File: src/include/kbd_wake_pkg.sv
package kbd_wake_pkg;

	// Bus geometry
	localparam int ADDR_W = 12;
	localparam int DATA_W = 32;

	// Register byte addresses
	localparam logic [11:0] OFF_WAKE_STATUS = 12'h000;
	localparam logic [11:0] OFF_WAKE_ENABLE = 12'h004;
	localparam logic [11:0] OFF_IRQ_MASK = 12'h008;
	localparam logic [11:0] OFF_LINE_STATE = 12'h00c;
	localparam logic [11:0] OFF_GLOBAL_CFG = 12'h02c;
	localparam logic [11:0] OFF_GATE_CTRL = 12'h0f0;

	// Gate control fields
	localparam int GATE_KBD_LATCH_BIT = 3;
	localparam int GATE_MOUSE_LATCH_BIT = 4;
	localparam int GATE_KBD_ISO_BIT = 5;
	localparam int GATE_MOUSE_ISO_BIT = 6;

	// Global configuration fields
	localparam int GCFG_MCU_RST_BIT = 6;

	// Wake event bits, shared by status, enable and mask
	localparam int EV_W = 4;
	localparam int EV_KBD_IRQ = 0;
	localparam int EV_MOUSE_IRQ = 1;
	localparam int EV_KBD_DATA = 2;
	localparam int EV_MOUSE_DATA = 3;
	localparam int WEN_GLOBAL_BIT = 7;

	// Line state fields
	localparam int LS_MAIN_PWR_BIT = 0;
	localparam int LS_KBD_DATA_BIT = 1;
	localparam int LS_MOUSE_DATA_BIT = 2;
	localparam int LS_KBD_IRQ_BIT = 3;
	localparam int LS_MOUSE_IRQ_BIT = 4;
	localparam int LS_MCU_RST_BIT = 5;

	// Reset values
	localparam logic [7:0] GATE_CTRL_RST = 8'h00;
	localparam logic [7:0] GLOBAL_CFG_RST = 8'h00;
	localparam logic [7:0] WAKE_ENABLE_RST = 8'h00;
	localparam logic [EV_W-1:0] IRQ_MASK_RST = 4'h0;
	localparam logic [EV_W-1:0] WAKE_STATUS_RST = 4'h0;
	localparam logic LINE_IDLE = 1'b1;
	localparam logic [DATA_W-1:0] RDATA_ZERO = 32'h0000_0000;

	// Active edge of the data lines for wake detection
	localparam logic ACTIVE_EDGE_FALL = 1'b1;

	typedef enum logic [2:0]
	{
		SEL_NONE,
		SEL_WAKE_STATUS,
		SEL_WAKE_ENABLE,
		SEL_IRQ_MASK,
		SEL_LINE_STATE,
		SEL_GLOBAL_CFG,
		SEL_GATE_CTRL
	} reg_sel_t;

endpackage

File: src/verilog/line_edge_sync.sv
`timescale 1ns/1ps
module line_edge_sync
	import kbd_wake_pkg::*;
(
	// Clock and reset
	input wire logic clk,
	input wire logic arst_n,
	// Raw line
	input wire logic line_in,
	// Synchronised level and active edge
	output logic level,
	output logic edge_pulse
);

	logic sync1_ff;
	logic sync2_ff;
	logic prev_ff;

	// Lines idle high, so reset to high to avoid a false edge
	always_ff @(posedge clk or negedge arst_n)
	begin
		if (!arst_n)
		begin
			sync1_ff <= LINE_IDLE;
			sync2_ff <= LINE_IDLE;
			prev_ff <= LINE_IDLE;
		end
		else
		begin
			sync1_ff <= line_in;
			sync2_ff <= sync1_ff;
			prev_ff <= sync2_ff;
		end
	end

	assign level = sync2_ff;
	assign edge_pulse = ACTIVE_EDGE_FALL ? (prev_ff & ~sync2_ff)
		: (~prev_ff & sync2_ff);

endmodule

File: src/verilog/kbd_mouse_wake_isolate.sv
// Notes on behaviour
// - Mouse latch select 0: raw AND latched mouse interrupt; 1: latched only.
// - Keyboard latch select 0: raw AND latched interrupt; 1: latched only.
// - Separate wake status for keyboard/mouse interrupt and data line edges.
// - Wake output needs status, its own enable and the global enable.
// - Interrupt-caused wake events only while main power is present.
// - Data-edge wake events occur under main power and standby alone.
// - Mouse isolate blocks mouse clock and data to microcontroller, not wake.
// - Keyboard isolate blocks keyboard lines to microcontroller, not wake.
// - Microcontroller reset bit holds until software writes it back to zero.
//
// The APB interface to the registers was chosen for this implementation.
`timescale 1ns/1ps
module kbd_mouse_wake_isolate
	import kbd_wake_pkg::*;
(
	// Clock and reset
	input wire logic clk,
	input wire logic arst_n,
	// APB slave
	input wire logic psel,
	input wire logic penable,
	input wire logic pwrite,
	input wire logic [ADDR_W-1:0] paddr,
	input wire logic [DATA_W-1:0] pwdata,
	input wire logic [3:0] pstrb,
	output logic [DATA_W-1:0] prdata,
	output logic pready,
	output logic pslverr,
	// Power state
	input wire logic main_power_good,
	// Microcontroller interrupt side
	input wire logic mcu_kbd_irq,
	input wire logic mcu_mouse_irq,
	input wire logic kbd_latch_clr,
	input wire logic mouse_latch_clr,
	output logic kbd_irq,
	output logic mouse_irq,
	// Port-side lines
	input wire logic kbd_clock_line,
	input wire logic kbd_data_line,
	input wire logic mouse_clock_line,
	input wire logic mouse_data_line,
	// Lines toward the microcontroller
	output logic mcu_kbd_clock,
	output logic mcu_kbd_data,
	output logic mcu_mouse_clock,
	output logic mcu_mouse_data,
	output logic mcu_reset,
	// Wake and interrupt
	output logic wake_pme,
	output logic irq
);

	function automatic reg_sel_t decode_reg(input logic [ADDR_W-1:0] a);
		reg_sel_t s;
		s = SEL_NONE;
		unique case (a)
			OFF_WAKE_STATUS: s = SEL_WAKE_STATUS;
			OFF_WAKE_ENABLE: s = SEL_WAKE_ENABLE;
			OFF_IRQ_MASK: s = SEL_IRQ_MASK;
			OFF_LINE_STATE: s = SEL_LINE_STATE;
			OFF_GLOBAL_CFG: s = SEL_GLOBAL_CFG;
			OFF_GATE_CTRL: s = SEL_GATE_CTRL;
			default: s = SEL_NONE;
		endcase
		return s;
	endfunction

	logic [7:0] gate_ctrl_ff;
	logic [7:0] global_cfg_ff;
	logic [7:0] wake_enable_ff;
	logic [EV_W-1:0] irq_mask_ff;
	logic [EV_W-1:0] wake_status_ff;
	logic [EV_W-1:0] nxt_wake_status;
	logic [EV_W-1:0] status_cap_ff;
	logic [DATA_W-1:0] prdata_ff;
	logic pslverr_ff;
	logic kbd_latch_ff;
	logic mouse_latch_ff;
	logic kbd_raw_prev_ff;
	logic mouse_raw_prev_ff;
	logic kbd_irq_ff;
	logic mouse_irq_ff;
	logic mcu_kbd_clock_ff;
	logic mcu_kbd_data_ff;
	logic mcu_mouse_clock_ff;
	logic mcu_mouse_data_ff;
	logic wake_pme_ff;
	logic irq_ff;
	logic kbd_clk_s;
	logic kbd_dat_s;
	logic mouse_clk_s;
	logic mouse_dat_s;
	logic kbd_dat_edge;
	logic mouse_dat_edge;
	logic kbd_raw_rise;
	logic mouse_raw_rise;
	logic [EV_W-1:0] events;
	logic [EV_W-1:0] clr_bits;
	logic setup;
	logic access;
	logic wr_en;
	reg_sel_t sel;
	logic [DATA_W-1:0] rd_mux;

	// Port-side line synchronisers
	line_edge_sync u_kbd_clk
	(
		.clk(clk),
		.arst_n(arst_n),
		.line_in(kbd_clock_line),
		.level(kbd_clk_s),
		.edge_pulse()
	);

	line_edge_sync u_kbd_dat
	(
		.clk(clk),
		.arst_n(arst_n),
		.line_in(kbd_data_line),
		.level(kbd_dat_s),
		.edge_pulse(kbd_dat_edge)
	);

	line_edge_sync u_mouse_clk
	(
		.clk(clk),
		.arst_n(arst_n),
		.line_in(mouse_clock_line),
		.level(mouse_clk_s),
		.edge_pulse()
	);

	line_edge_sync u_mouse_dat
	(
		.clk(clk),
		.arst_n(arst_n),
		.line_in(mouse_data_line),
		.level(mouse_dat_s),
		.edge_pulse(mouse_dat_edge)
	);

	// Bus phase decode
	assign setup = psel & ~penable;
	assign access = psel & penable;
	assign wr_en = access & pwrite & pstrb[0];
	assign sel = decode_reg(paddr);
	assign pready = 1'b1;
	assign prdata = prdata_ff;
	assign pslverr = pslverr_ff;

	always_comb
	begin
		rd_mux = RDATA_ZERO;
		unique case (sel)
			SEL_WAKE_STATUS: rd_mux[EV_W-1:0] = wake_status_ff;
			SEL_WAKE_ENABLE: rd_mux[7:0] = wake_enable_ff;
			SEL_IRQ_MASK: rd_mux[EV_W-1:0] = irq_mask_ff;
			SEL_LINE_STATE:
			begin
				rd_mux[LS_MAIN_PWR_BIT] = main_power_good;
				rd_mux[LS_KBD_DATA_BIT] = kbd_dat_s;
				rd_mux[LS_MOUSE_DATA_BIT] = mouse_dat_s;
				rd_mux[LS_KBD_IRQ_BIT] = kbd_irq_ff;
				rd_mux[LS_MOUSE_IRQ_BIT] = mouse_irq_ff;
				rd_mux[LS_MCU_RST_BIT] = global_cfg_ff[GCFG_MCU_RST_BIT];
			end
			SEL_GLOBAL_CFG: rd_mux[7:0] = global_cfg_ff;
			SEL_GATE_CTRL: rd_mux[7:0] = gate_ctrl_ff;
			SEL_NONE: rd_mux = RDATA_ZERO;
		endcase
	end

	// Read data and error are captured in setup so both come from flops
	always_ff @(posedge clk or negedge arst_n)
	begin
		if (!arst_n)
		begin
			prdata_ff <= RDATA_ZERO;
			pslverr_ff <= 1'b0;
			status_cap_ff <= WAKE_STATUS_RST;
		end
		else if (setup)
		begin
			prdata_ff <= rd_mux;
			pslverr_ff <= (sel == SEL_NONE);
			status_cap_ff <= (sel == SEL_WAKE_STATUS && !pwrite)
				? wake_status_ff : WAKE_STATUS_RST;
		end
	end

	// Configuration registers
	always_ff @(posedge clk or negedge arst_n)
	begin
		if (!arst_n)
		begin
			gate_ctrl_ff <= GATE_CTRL_RST;
			global_cfg_ff <= GLOBAL_CFG_RST;
			wake_enable_ff <= WAKE_ENABLE_RST;
			irq_mask_ff <= IRQ_MASK_RST;
		end
		else if (wr_en)
		begin
			unique case (sel)
				SEL_GATE_CTRL: gate_ctrl_ff <= pwdata[7:0];
				// Reset bit is level held, never self-clearing
				SEL_GLOBAL_CFG: global_cfg_ff <= pwdata[7:0];
				SEL_WAKE_ENABLE: wake_enable_ff <= pwdata[7:0];
				SEL_IRQ_MASK: irq_mask_ff <= pwdata[EV_W-1:0];
				default:
				begin
				end
			endcase
		end
	end

	// Microcontroller reset follows the held bit
	assign mcu_reset = global_cfg_ff[GCFG_MCU_RST_BIT];

	// Raw interrupt edge detection
	always_ff @(posedge clk or negedge arst_n)
	begin
		if (!arst_n)
		begin
			kbd_raw_prev_ff <= 1'b0;
			mouse_raw_prev_ff <= 1'b0;
		end
		else
		begin
			kbd_raw_prev_ff <= mcu_kbd_irq;
			mouse_raw_prev_ff <= mcu_mouse_irq;
		end
	end

	assign kbd_raw_rise = mcu_kbd_irq & ~kbd_raw_prev_ff;
	assign mouse_raw_rise = mcu_mouse_irq & ~mouse_raw_prev_ff;

	// Interrupt latches; a new edge wins over a clear in the same cycle
	always_ff @(posedge clk or negedge arst_n)
	begin
		if (!arst_n)
		begin
			kbd_latch_ff <= 1'b0;
			mouse_latch_ff <= 1'b0;
		end
		else
		begin
			if (kbd_raw_rise)
				kbd_latch_ff <= 1'b1;
			else if (kbd_latch_clr)
				kbd_latch_ff <= 1'b0;
			if (mouse_raw_rise)
				mouse_latch_ff <= 1'b1;
			else if (mouse_latch_clr)
				mouse_latch_ff <= 1'b0;
		end
	end

	// Interrupt outputs toward the host
	always_ff @(posedge clk or negedge arst_n)
	begin
		if (!arst_n)
		begin
			kbd_irq_ff <= 1'b0;
			mouse_irq_ff <= 1'b0;
		end
		else
		begin
			kbd_irq_ff <= gate_ctrl_ff[GATE_KBD_LATCH_BIT] ? kbd_latch_ff
				: (mcu_kbd_irq & kbd_latch_ff);
			mouse_irq_ff <= gate_ctrl_ff[GATE_MOUSE_LATCH_BIT]
				? mouse_latch_ff
				: (mcu_mouse_irq & mouse_latch_ff);
		end
	end

	assign kbd_irq = kbd_irq_ff;
	assign mouse_irq = mouse_irq_ff;

	// Isolation toward the microcontroller; blocked lines sit at idle high
	always_ff @(posedge clk or negedge arst_n)
	begin
		if (!arst_n)
		begin
			mcu_kbd_clock_ff <= LINE_IDLE;
			mcu_kbd_data_ff <= LINE_IDLE;
			mcu_mouse_clock_ff <= LINE_IDLE;
			mcu_mouse_data_ff <= LINE_IDLE;
		end
		else
		begin
			mcu_kbd_clock_ff <= gate_ctrl_ff[GATE_KBD_ISO_BIT]
				? LINE_IDLE : kbd_clk_s;
			mcu_kbd_data_ff <= gate_ctrl_ff[GATE_KBD_ISO_BIT]
				? LINE_IDLE : kbd_dat_s;
			mcu_mouse_clock_ff <= gate_ctrl_ff[GATE_MOUSE_ISO_BIT]
				? LINE_IDLE : mouse_clk_s;
			mcu_mouse_data_ff <= gate_ctrl_ff[GATE_MOUSE_ISO_BIT]
				? LINE_IDLE : mouse_dat_s;
		end
	end

	assign mcu_kbd_clock = mcu_kbd_clock_ff;
	assign mcu_kbd_data = mcu_kbd_data_ff;
	assign mcu_mouse_clock = mcu_mouse_clock_ff;
	assign mcu_mouse_data = mcu_mouse_data_ff;

	// Wake events; data edges bypass isolation and need no main power
	always_comb
	begin
		events = '0;
		events[EV_KBD_IRQ] = kbd_raw_rise & main_power_good;
		events[EV_MOUSE_IRQ] = mouse_raw_rise & main_power_good;
		events[EV_KBD_DATA] = kbd_dat_edge;
		events[EV_MOUSE_DATA] = mouse_dat_edge;
	end

	// Read clears only the bits the reader saw, so fresh events survive
	assign clr_bits = (access && !pwrite && sel == SEL_WAKE_STATUS)
		? status_cap_ff : WAKE_STATUS_RST;
	assign nxt_wake_status = (wake_status_ff & ~clr_bits) | events;

	always_ff @(posedge clk or negedge arst_n)
	begin
		if (!arst_n)
			wake_status_ff <= WAKE_STATUS_RST;
		else
			wake_status_ff <= nxt_wake_status;
	end

	// Wake request and interrupt
	always_ff @(posedge clk or negedge arst_n)
	begin
		if (!arst_n)
		begin
			wake_pme_ff <= 1'b0;
			irq_ff <= 1'b0;
		end
		else
		begin
			wake_pme_ff <= wake_enable_ff[WEN_GLOBAL_BIT]
				& (|(nxt_wake_status & wake_enable_ff[EV_W-1:0]));
			irq_ff <= |(nxt_wake_status & irq_mask_ff);
		end
	end

	assign wake_pme = wake_pme_ff;
	assign irq = irq_ff;

endmodule

File: config.mk
export PLATFORM = sky130hd
export DESIGN_NAME = kbd_mouse_wake_isolate
export DESIGN_NICKNAME = d
export VERILOG_FILES = /design/src/include/kbd_wake_pkg.sv /design/src/verilog/line_edge_sync.sv /design/src/verilog/kbd_mouse_wake_isolate.sv
export SDC_FILE = /design/constraint.sdc
export NUM_CORES = 1
export LEC_CHECK = 0
export ABC_AREA = 0
export ABC_CLOCK_PERIOD_IN_PS = 3200
export BUFFER_PORTS_ARGS = -buffer_cell sky130_fd_sc_hd__buf_2
export CAP_MARGIN = 15
export CORE_ASPECT_RATIO = 1.5
export CORE_MARGIN = 2
export CORE_UTILIZATION = 40
export DETAILED_ROUTE_END_ITERATION = 7
export GPL_ROUTABILITY_DRIVEN = 0
export HOLD_SLACK_MARGIN = 0.08
export PLACE_DENSITY_LB_ADDON = 0.08
export SYNTH_ARGS = -nofsm -noshare
export SYNTH_HDL_FRONTEND = slang
export SYNTH_SLANG_ARGS = --single-unit
File: constraint.sdc
create_clock -name clk -period 3.2 [get_ports clk]
set_input_delay 0.16 -clock clk [delete_from_list [all_inputs] [get_ports clk]]
set_output_delay 0.16 -clock clk [all_outputs]
set_load 0.01 [all_outputs]
==> results.sh, run 1 <==
export IMPL_synth_top_area_cell="dfrtp_1"
export IMPL_overflow=0
export IMPL_grt_pass1_wl_um=11100
export IMPL_fillers=714
export IMPL_top_layer="met4"
export IMPL_fin_crit_sh_pct=58.8
export IMPL_antenna_found_initial=0
export IMPL_die_y_um=111
export IMPL_drive_above_1_share_pct=36.7
export IMPL_arrival_ns=2.08
export IMPL_clock_sinks=67
export IMPL_num_vias=2139
export IMPL_post_route_util_pct=49.0
export IMPL_async_reset_ff_share_pct=100
export IMPL_dr_first_iter_drc_count=110
export IMPL_avgSynthCellArea_um2=12.0
export IMPL_fin_ws_ns=1.32
export IMPL_synth_most_common_cell="dfrtp_1"
export IMPL_p_comb_share_pct=6.2
export IMPL_status="completed"
export IMPL_tightest_slew_ns=0.920
export IMPL_hpwl_um=5060
export IMPL_post_cts_resized=0
export IMPL_hp_class="input port to flip-flop"
export IMPL_synthTopCellsByCount="53 x dfrtp_1, 26 x buf_4, 26 x mux2_2"
export IMPL_grt_max_degree=68
export IMPL_ir_worst_vdd_uv=391
export IMPL_grt_util_all_layers_pct=18.1
export IMPL_fmax_ghz=0.531
export IMPL_path_class="input port to flip-flop"
export IMPL_syn_cell_area_um2=3060
export IMPL_hold_violations=0
export IMPL_slew_headroom_pct=38.6
export IMPL_fin_nets=381
export IMPL_pre_cts_ws_ns=1.06
export IMPL_row_count=39
export IMPL_start_util_pct=40.7
export IMPL_synth_seq_cells=67
export IMPL_worstPathMaxFanout=10
export IMPL_clock_skew_final_ns=0.00590
export IMPL_ios=105
export IMPL_fp_coreArea_um2=7510
export IMPL_synth_warnings=0
export IMPL_cts_max_level=3
export IMPL_p_sw_share_pct=21.6
export IMPL_period_needed_ns=1.88
export IMPL_synthFlopType="dfrtp_1"
export IMPL_grt_setup_unrepaired="false"
export IMPL_holdWs_ns=0.0960
export IMPL_placed_cell_area_um2=3330
export IMPL_die_area_um2=8380
export IMPL_yosysTopAreaCellShare_pct=43.3
export IMPL_drv_cap=0
export IMPL_tns_ns=0
export IMPL_wl_met3_um=298
export IMPL_ff2ff_setup_slack_ns=1.62
export IMPL_p_per_area_nw_per_um2=520
export IMPL_clkTransAtPathRegs_ns=0.05
export IMPL_routedWlPerCell_um=16.5
export IMPL_grt_pass1_vias=2193
export IMPL_dp_cells=403
export IMPL_p_int_mw=1.50
export IMPL_leakagePower_nw=1.76
export IMPL_ant_nets=0
export IMPL_fin_area_um2=3680
export IMPL_final_setup_viol_count=0
export IMPL_syn_to_final_growth_pct=20.4
export IMPL_final_cells=426
export IMPL_maxSlewViolCount=0
export IMPL_required_ns=3.40
export IMPL_viasPerCell=5.02
export IMPL_switchingPower_uw=414
export IMPL_worstSetupStartpointType="input port"
export IMPL_drc=0
export IMPL_pwr_share_seq_pct=46.0
export IMPL_finalPower_mw=1.91
export IMPL_portBuffers=52
export IMPL_yosysUniqueCellTypes=43
export IMPL_synth_edf_count=0
export IMPL_insertedDiodeCount=0
export IMPL_first_pass_iters=4
export IMPL_clk_latency_ns=0.32
export IMPL_routed_wl_um=7010
export IMPL_clock_path_buffers=2
export IMPL_yosysSeqAreaShare_pct=55.4
export IMPL_netlist_instances=256
export IMPL_clkPwrFrac_pct=47.8
export IMPL_synth_area_leaders="dfrtp_1 43%, dfstp_2 12%, mux2_2 9.6%"
export IMPL_wl_met1_um=2920
export IMPL_cts_tree="done"
export IMPL_crit_path_end_kind="flip-flop"
export IMPL_die_width_um=75.4
export IMPL_cts_root_buf="clkbuf_16"
export IMPL_met2WireLength_um=3550
export IMPL_cts_inserted_buffers=9
## kinds of logic (layout without fill, tap and decap cells)
kind of cell,Yosys count,after routing,synth area share [%]
simple gates,65,65,13.3
buf+inv,45,90,9.04
compound gates,45,45,10.5
other cells,2,25,0.245
mux,32,32,11.5
flops,67,67,55.4
## critical path, stage by stage
cell	delay (ns)
buf_2	0.12
nor3_1	0.44
nand2_1	0.24
nor4_4	0.71
mux2_2	0.41
## cell usage in the layout, fill, tap and decap left out, drive strengths merged, types with 3 or more instances in the layout
master / n
o31ai: 3
and4b: 4
nor4: 4
a22o: 6
nand4: 5
mux2i: 6
o21a: 3
nand2: 22
inv: 11
dlygate4sd3: 7
dfstp: 14
clkbuf: 14
or2: 4
a21oi: 4
nor3: 4
buf: 56
o22ai: 3
conb: 25
dfrtp: 53
nand3: 3
nor2: 9
mux2: 26
a221oi: 5
o21ai: 11
## layout make-up
cell class | instances | area (µm²) | area share, %
multi-input combinational | 167 | 1180 | 31.9
sequential | 67 | 1690 | 46.0
inverter | 11 | 41.3 | 1.12
clock buffer | 14 | 274 | 7.44
timing repair buffer | 63 | 360 | 9.78
tap | 102 | 128 | 3.46
clock inverter | 2 | 10.0 | 0.272
## per-layer routing
metal,global-route usage [%],vias to the layer above
met5,0,-
met4,9.24,0
met3,4.09,17
met2,29.3,69
met1,21.9,1053
li1,-,1000
## sequential cells by signal (all words and copies together), names as in the netlist, 4 cells and up
register and cells:
prdata 8, wake_enable_ff 8, gate_ctrl_ff 8, status_cap_ff 4
irq_mask_ff 4, wake_status_ff 4, global_cfg_ff 8
## power groups by stage
stage          sequential (mW)  combinational [mW]  clock, mW
5_1_grt                  0.882               0.134      0.972
2_1_floorplan            0.896              0.0673          0
6_report                 0.880               0.118      0.915
3_3_place_gp             0.894               0.112          0
3_5_place_dp             0.894               0.113          0
4_1_cts                  0.880               0.120      0.941
## path summary, 6_finish.rpt
kind	start	end	cells past startpoint
min in group asynchronous	arst_n	mouse_irq	3
hold / removal	pwdata[0]	wake_enable_ff[0]	3
hold reg to reg	u_mouse_dat.sync1_ff	u_mouse_dat.level	0
setup / recovery	paddr[4]	wake_enable_ff[7]	5
setup reg to reg	status_cap_ff[2]	irq	5
max in group asynchronous	arst_n	prdata[1]	3
## repair_timing
item / CTS / global route
buffers inserted: 0 / 0
hold buffers: 7 / 0
endpoints found under the hold margin: 59 / 0
No activity file was read; power rests on OpenSTA's default activity.
==> inputs of run 2 (changes only) <==
- ABC_CLOCK_PERIOD_IN_PS: 3200 -> 1650
- clock period: 3.2 -> 1.65 ns (I/O delays scaled with it)
==> results.sh, run 2 (same netlist as run 1, synthesis figures left out) <==
export IMPL_status="completed"
export IMPL_dr_first_iter_drc_count=145
export IMPL_ios=105
export IMPL_finalPower_mw=3.84
export IMPL_leakagePower_nw=1.93
export IMPL_clock_path_buffers=2
export IMPL_grt_setup_unrepaired="false"
export IMPL_first_pass_iters=4
export IMPL_worstPathCellList="and4b_1, nand4_1, a22o_1, a22o_1, a221o_1"
export IMPL_pre_cts_ws_ns=-0.187
export IMPL_start_util_pct=40.7
export IMPL_reg2reg_to="irq"
export IMPL_crit_path_max_incr_delay_ns=0.36
export IMPL_grt_util_all_layers_pct=19.1
export IMPL_hpwl_um=5360
export IMPL_cts_setup_buffers=0
export IMPL_die_y_um=111
export IMPL_wl_met1_um=2930
export IMPL_overflow=0
export IMPL_fin_nets=415
export IMPL_min_to="wake_status_ff[0]"
export IMPL_antenna_found_initial=0
export IMPL_crit_path_end_kind="flip-flop"
export IMPL_top_layer="met4"
export IMPL_required_ns=1.86
export IMPL_cts_inserted_buffers=9
export IMPL_row_count=39
export IMPL_period_needed_ns=1.54
export IMPL_syn_to_final_growth_pct=30.5
export IMPL_tightest_slew_ns=0.520
export IMPL_fin_crit_sh_pct=93.5
export IMPL_insertedDiodeCount=0
export IMPL_clk_latency_ns=0.33
export IMPL_viasPerCell=4.90
export IMPL_layout_common_cells="53 x dfrtp_1, 52 x buf_2, 26 x mux2_2, 26 x buf_4, 25 x conb_1"
export IMPL_portBuffers=52
export IMPL_grt_pass1_wl_um=11600
export IMPL_dp_cells=427
export IMPL_die_area_um2=8380
export IMPL_routed_wl_um=7270
export IMPL_maxSlewViolCount=0
export IMPL_die_width_um=75.4
export IMPL_worstPathMaxFanout=3
export IMPL_final_cells=460
export IMPL_worstSetupStartpointType="flip-flop"
export IMPL_hold_violations=0
export IMPL_fin_area_um2=3990
export IMPL_arrival_ns=1.75
export IMPL_r2r_start="status_cap_ff[2]"
export IMPL_p_per_area_nw_per_um2=961
export IMPL_placed_cell_area_um2=3530
export IMPL_fp_coreArea_um2=7510
export IMPL_final_setup_viol_count=0
export IMPL_cts_tree="done"
export IMPL_cts_root_buf="clkbuf_16"
export IMPL_clkTransAtPathRegs_ns=0.05
export IMPL_worst_path_max_delay_cell="dfrtp_1"
export IMPL_drive_above_1_share_pct=39.4
export IMPL_cts_max_level=3
export IMPL_hold_path_depth=3
export IMPL_clock_skew_final_ns=0.00650
export IMPL_ff2ff_setup_slack_ns=0.11
export IMPL_ant_nets=0
export IMPL_slew_headroom_pct=65.3
export IMPL_clock_sinks=67
export IMPL_path_class="flip-flop to flip-flop"
export IMPL_ir_worst_vdd_uv=784
export IMPL_wl_met3_um=332
export IMPL_fin_ws_ns=0.107
export IMPL_holdWs_ns=0.117
export IMPL_routedWlPerCell_um=15.8
export IMPL_grt_pass1_vias=2223
export IMPL_critPathBufInv=0
export IMPL_min_from="main_power_good"
export IMPL_hp_class="input port to flip-flop"
export IMPL_grt_max_degree=51
export IMPL_critical_path_top_delay_family="compound AO/OA/AOI/OAI gates"
export IMPL_fmax_ghz=0.648
export IMPL_num_vias=2254
export IMPL_r2r_cells=5
export IMPL_drc=0
export IMPL_mostFrequentLayoutCell="dfrtp_1"
export IMPL_met2WireLength_um=3800
export IMPL_timing_critical_path_mode_cell="a22o_1"
export IMPL_drv_cap=0
==> run 2: cell types whose count changed in the layout (fill, tap and decap cells not counted), sizes merged <==
cell / before / now
clkinv: 2 / 1
bufinv: 0 / 1
dlygate4sd3: 7 / 17
buf: 56 / 80
==> run 2: area by class of cell <==
type,instances,area [µm²]
fillers,693,3520
flip-flops and latches,67,1690
multi-input cells,167,1180
repair buffers,97,666
clock buffers,14,254
well taps,102,128
inverters,11,41.3
clock inverters,2,35.0
==> run 2: routing by layer <==
metal  up-vias  global-route usage (%)
li1       1066                       -
met1      1096                    22.9
met2        79                    31.6
met3        13                    4.73
met4         0                    8.30
met5         -                       0
==> run 2: worst min-delay path: cells and delay by family <==
family	cells	cell delay [ns]
AOI/OAI and AO/OA	1	0.14
buffers and inverters	2	0.19
==> run 2: what timing repair did <==
item                                    4_1_cts  5_1_grt
hold endpoints to repair                     55        0
gates resized for setup                       0        0
endpoints found under the setup margin        0        0
hold buffers                                 17        0
==> run 2: per-stage QoR <==
step / TNS, ns / utilization, %
CTS: 0 / 53.1
detailed placement: -1.76 / 47.0
global route: 0 / 53.1
finish: 0 / 53.1
floorplan: 0 / -
global placement: -1.68 / 47.0
==> run 2: where the power goes <==
group | switching (mW) | total, mW | internal, mW
logic | 0.157 | 0.273 | 0.116
registers | 0.0155 | 1.71 | 1.69
clock network | 0.650 | 1.86 | 1.21
==> run 2: how the worst max path moves through the flow <==
| stage | startpoint | to | slack (ns) | cells past startpoint |
|---|---|---|---|---|
| 3_3_place_gp | paddr[9] | irq_mask_ff[0] | -0.15 | 5 |
| 3_5_place_dp | paddr[9] | irq_mask_ff[2] | -0.19 | 5 |
| 5_1_grt | status_cap_ff[2] | irq | 0.02 | 5 |
| 4_1_cts | status_cap_ff[2] | irq | 0.09 | 5 |
| 6_report | status_cap_ff[2] | irq | 0.11 | 5 |
| 2_1_floorplan | paddr[9] | gate_ctrl_ff[0] | 0.02 | 7 |
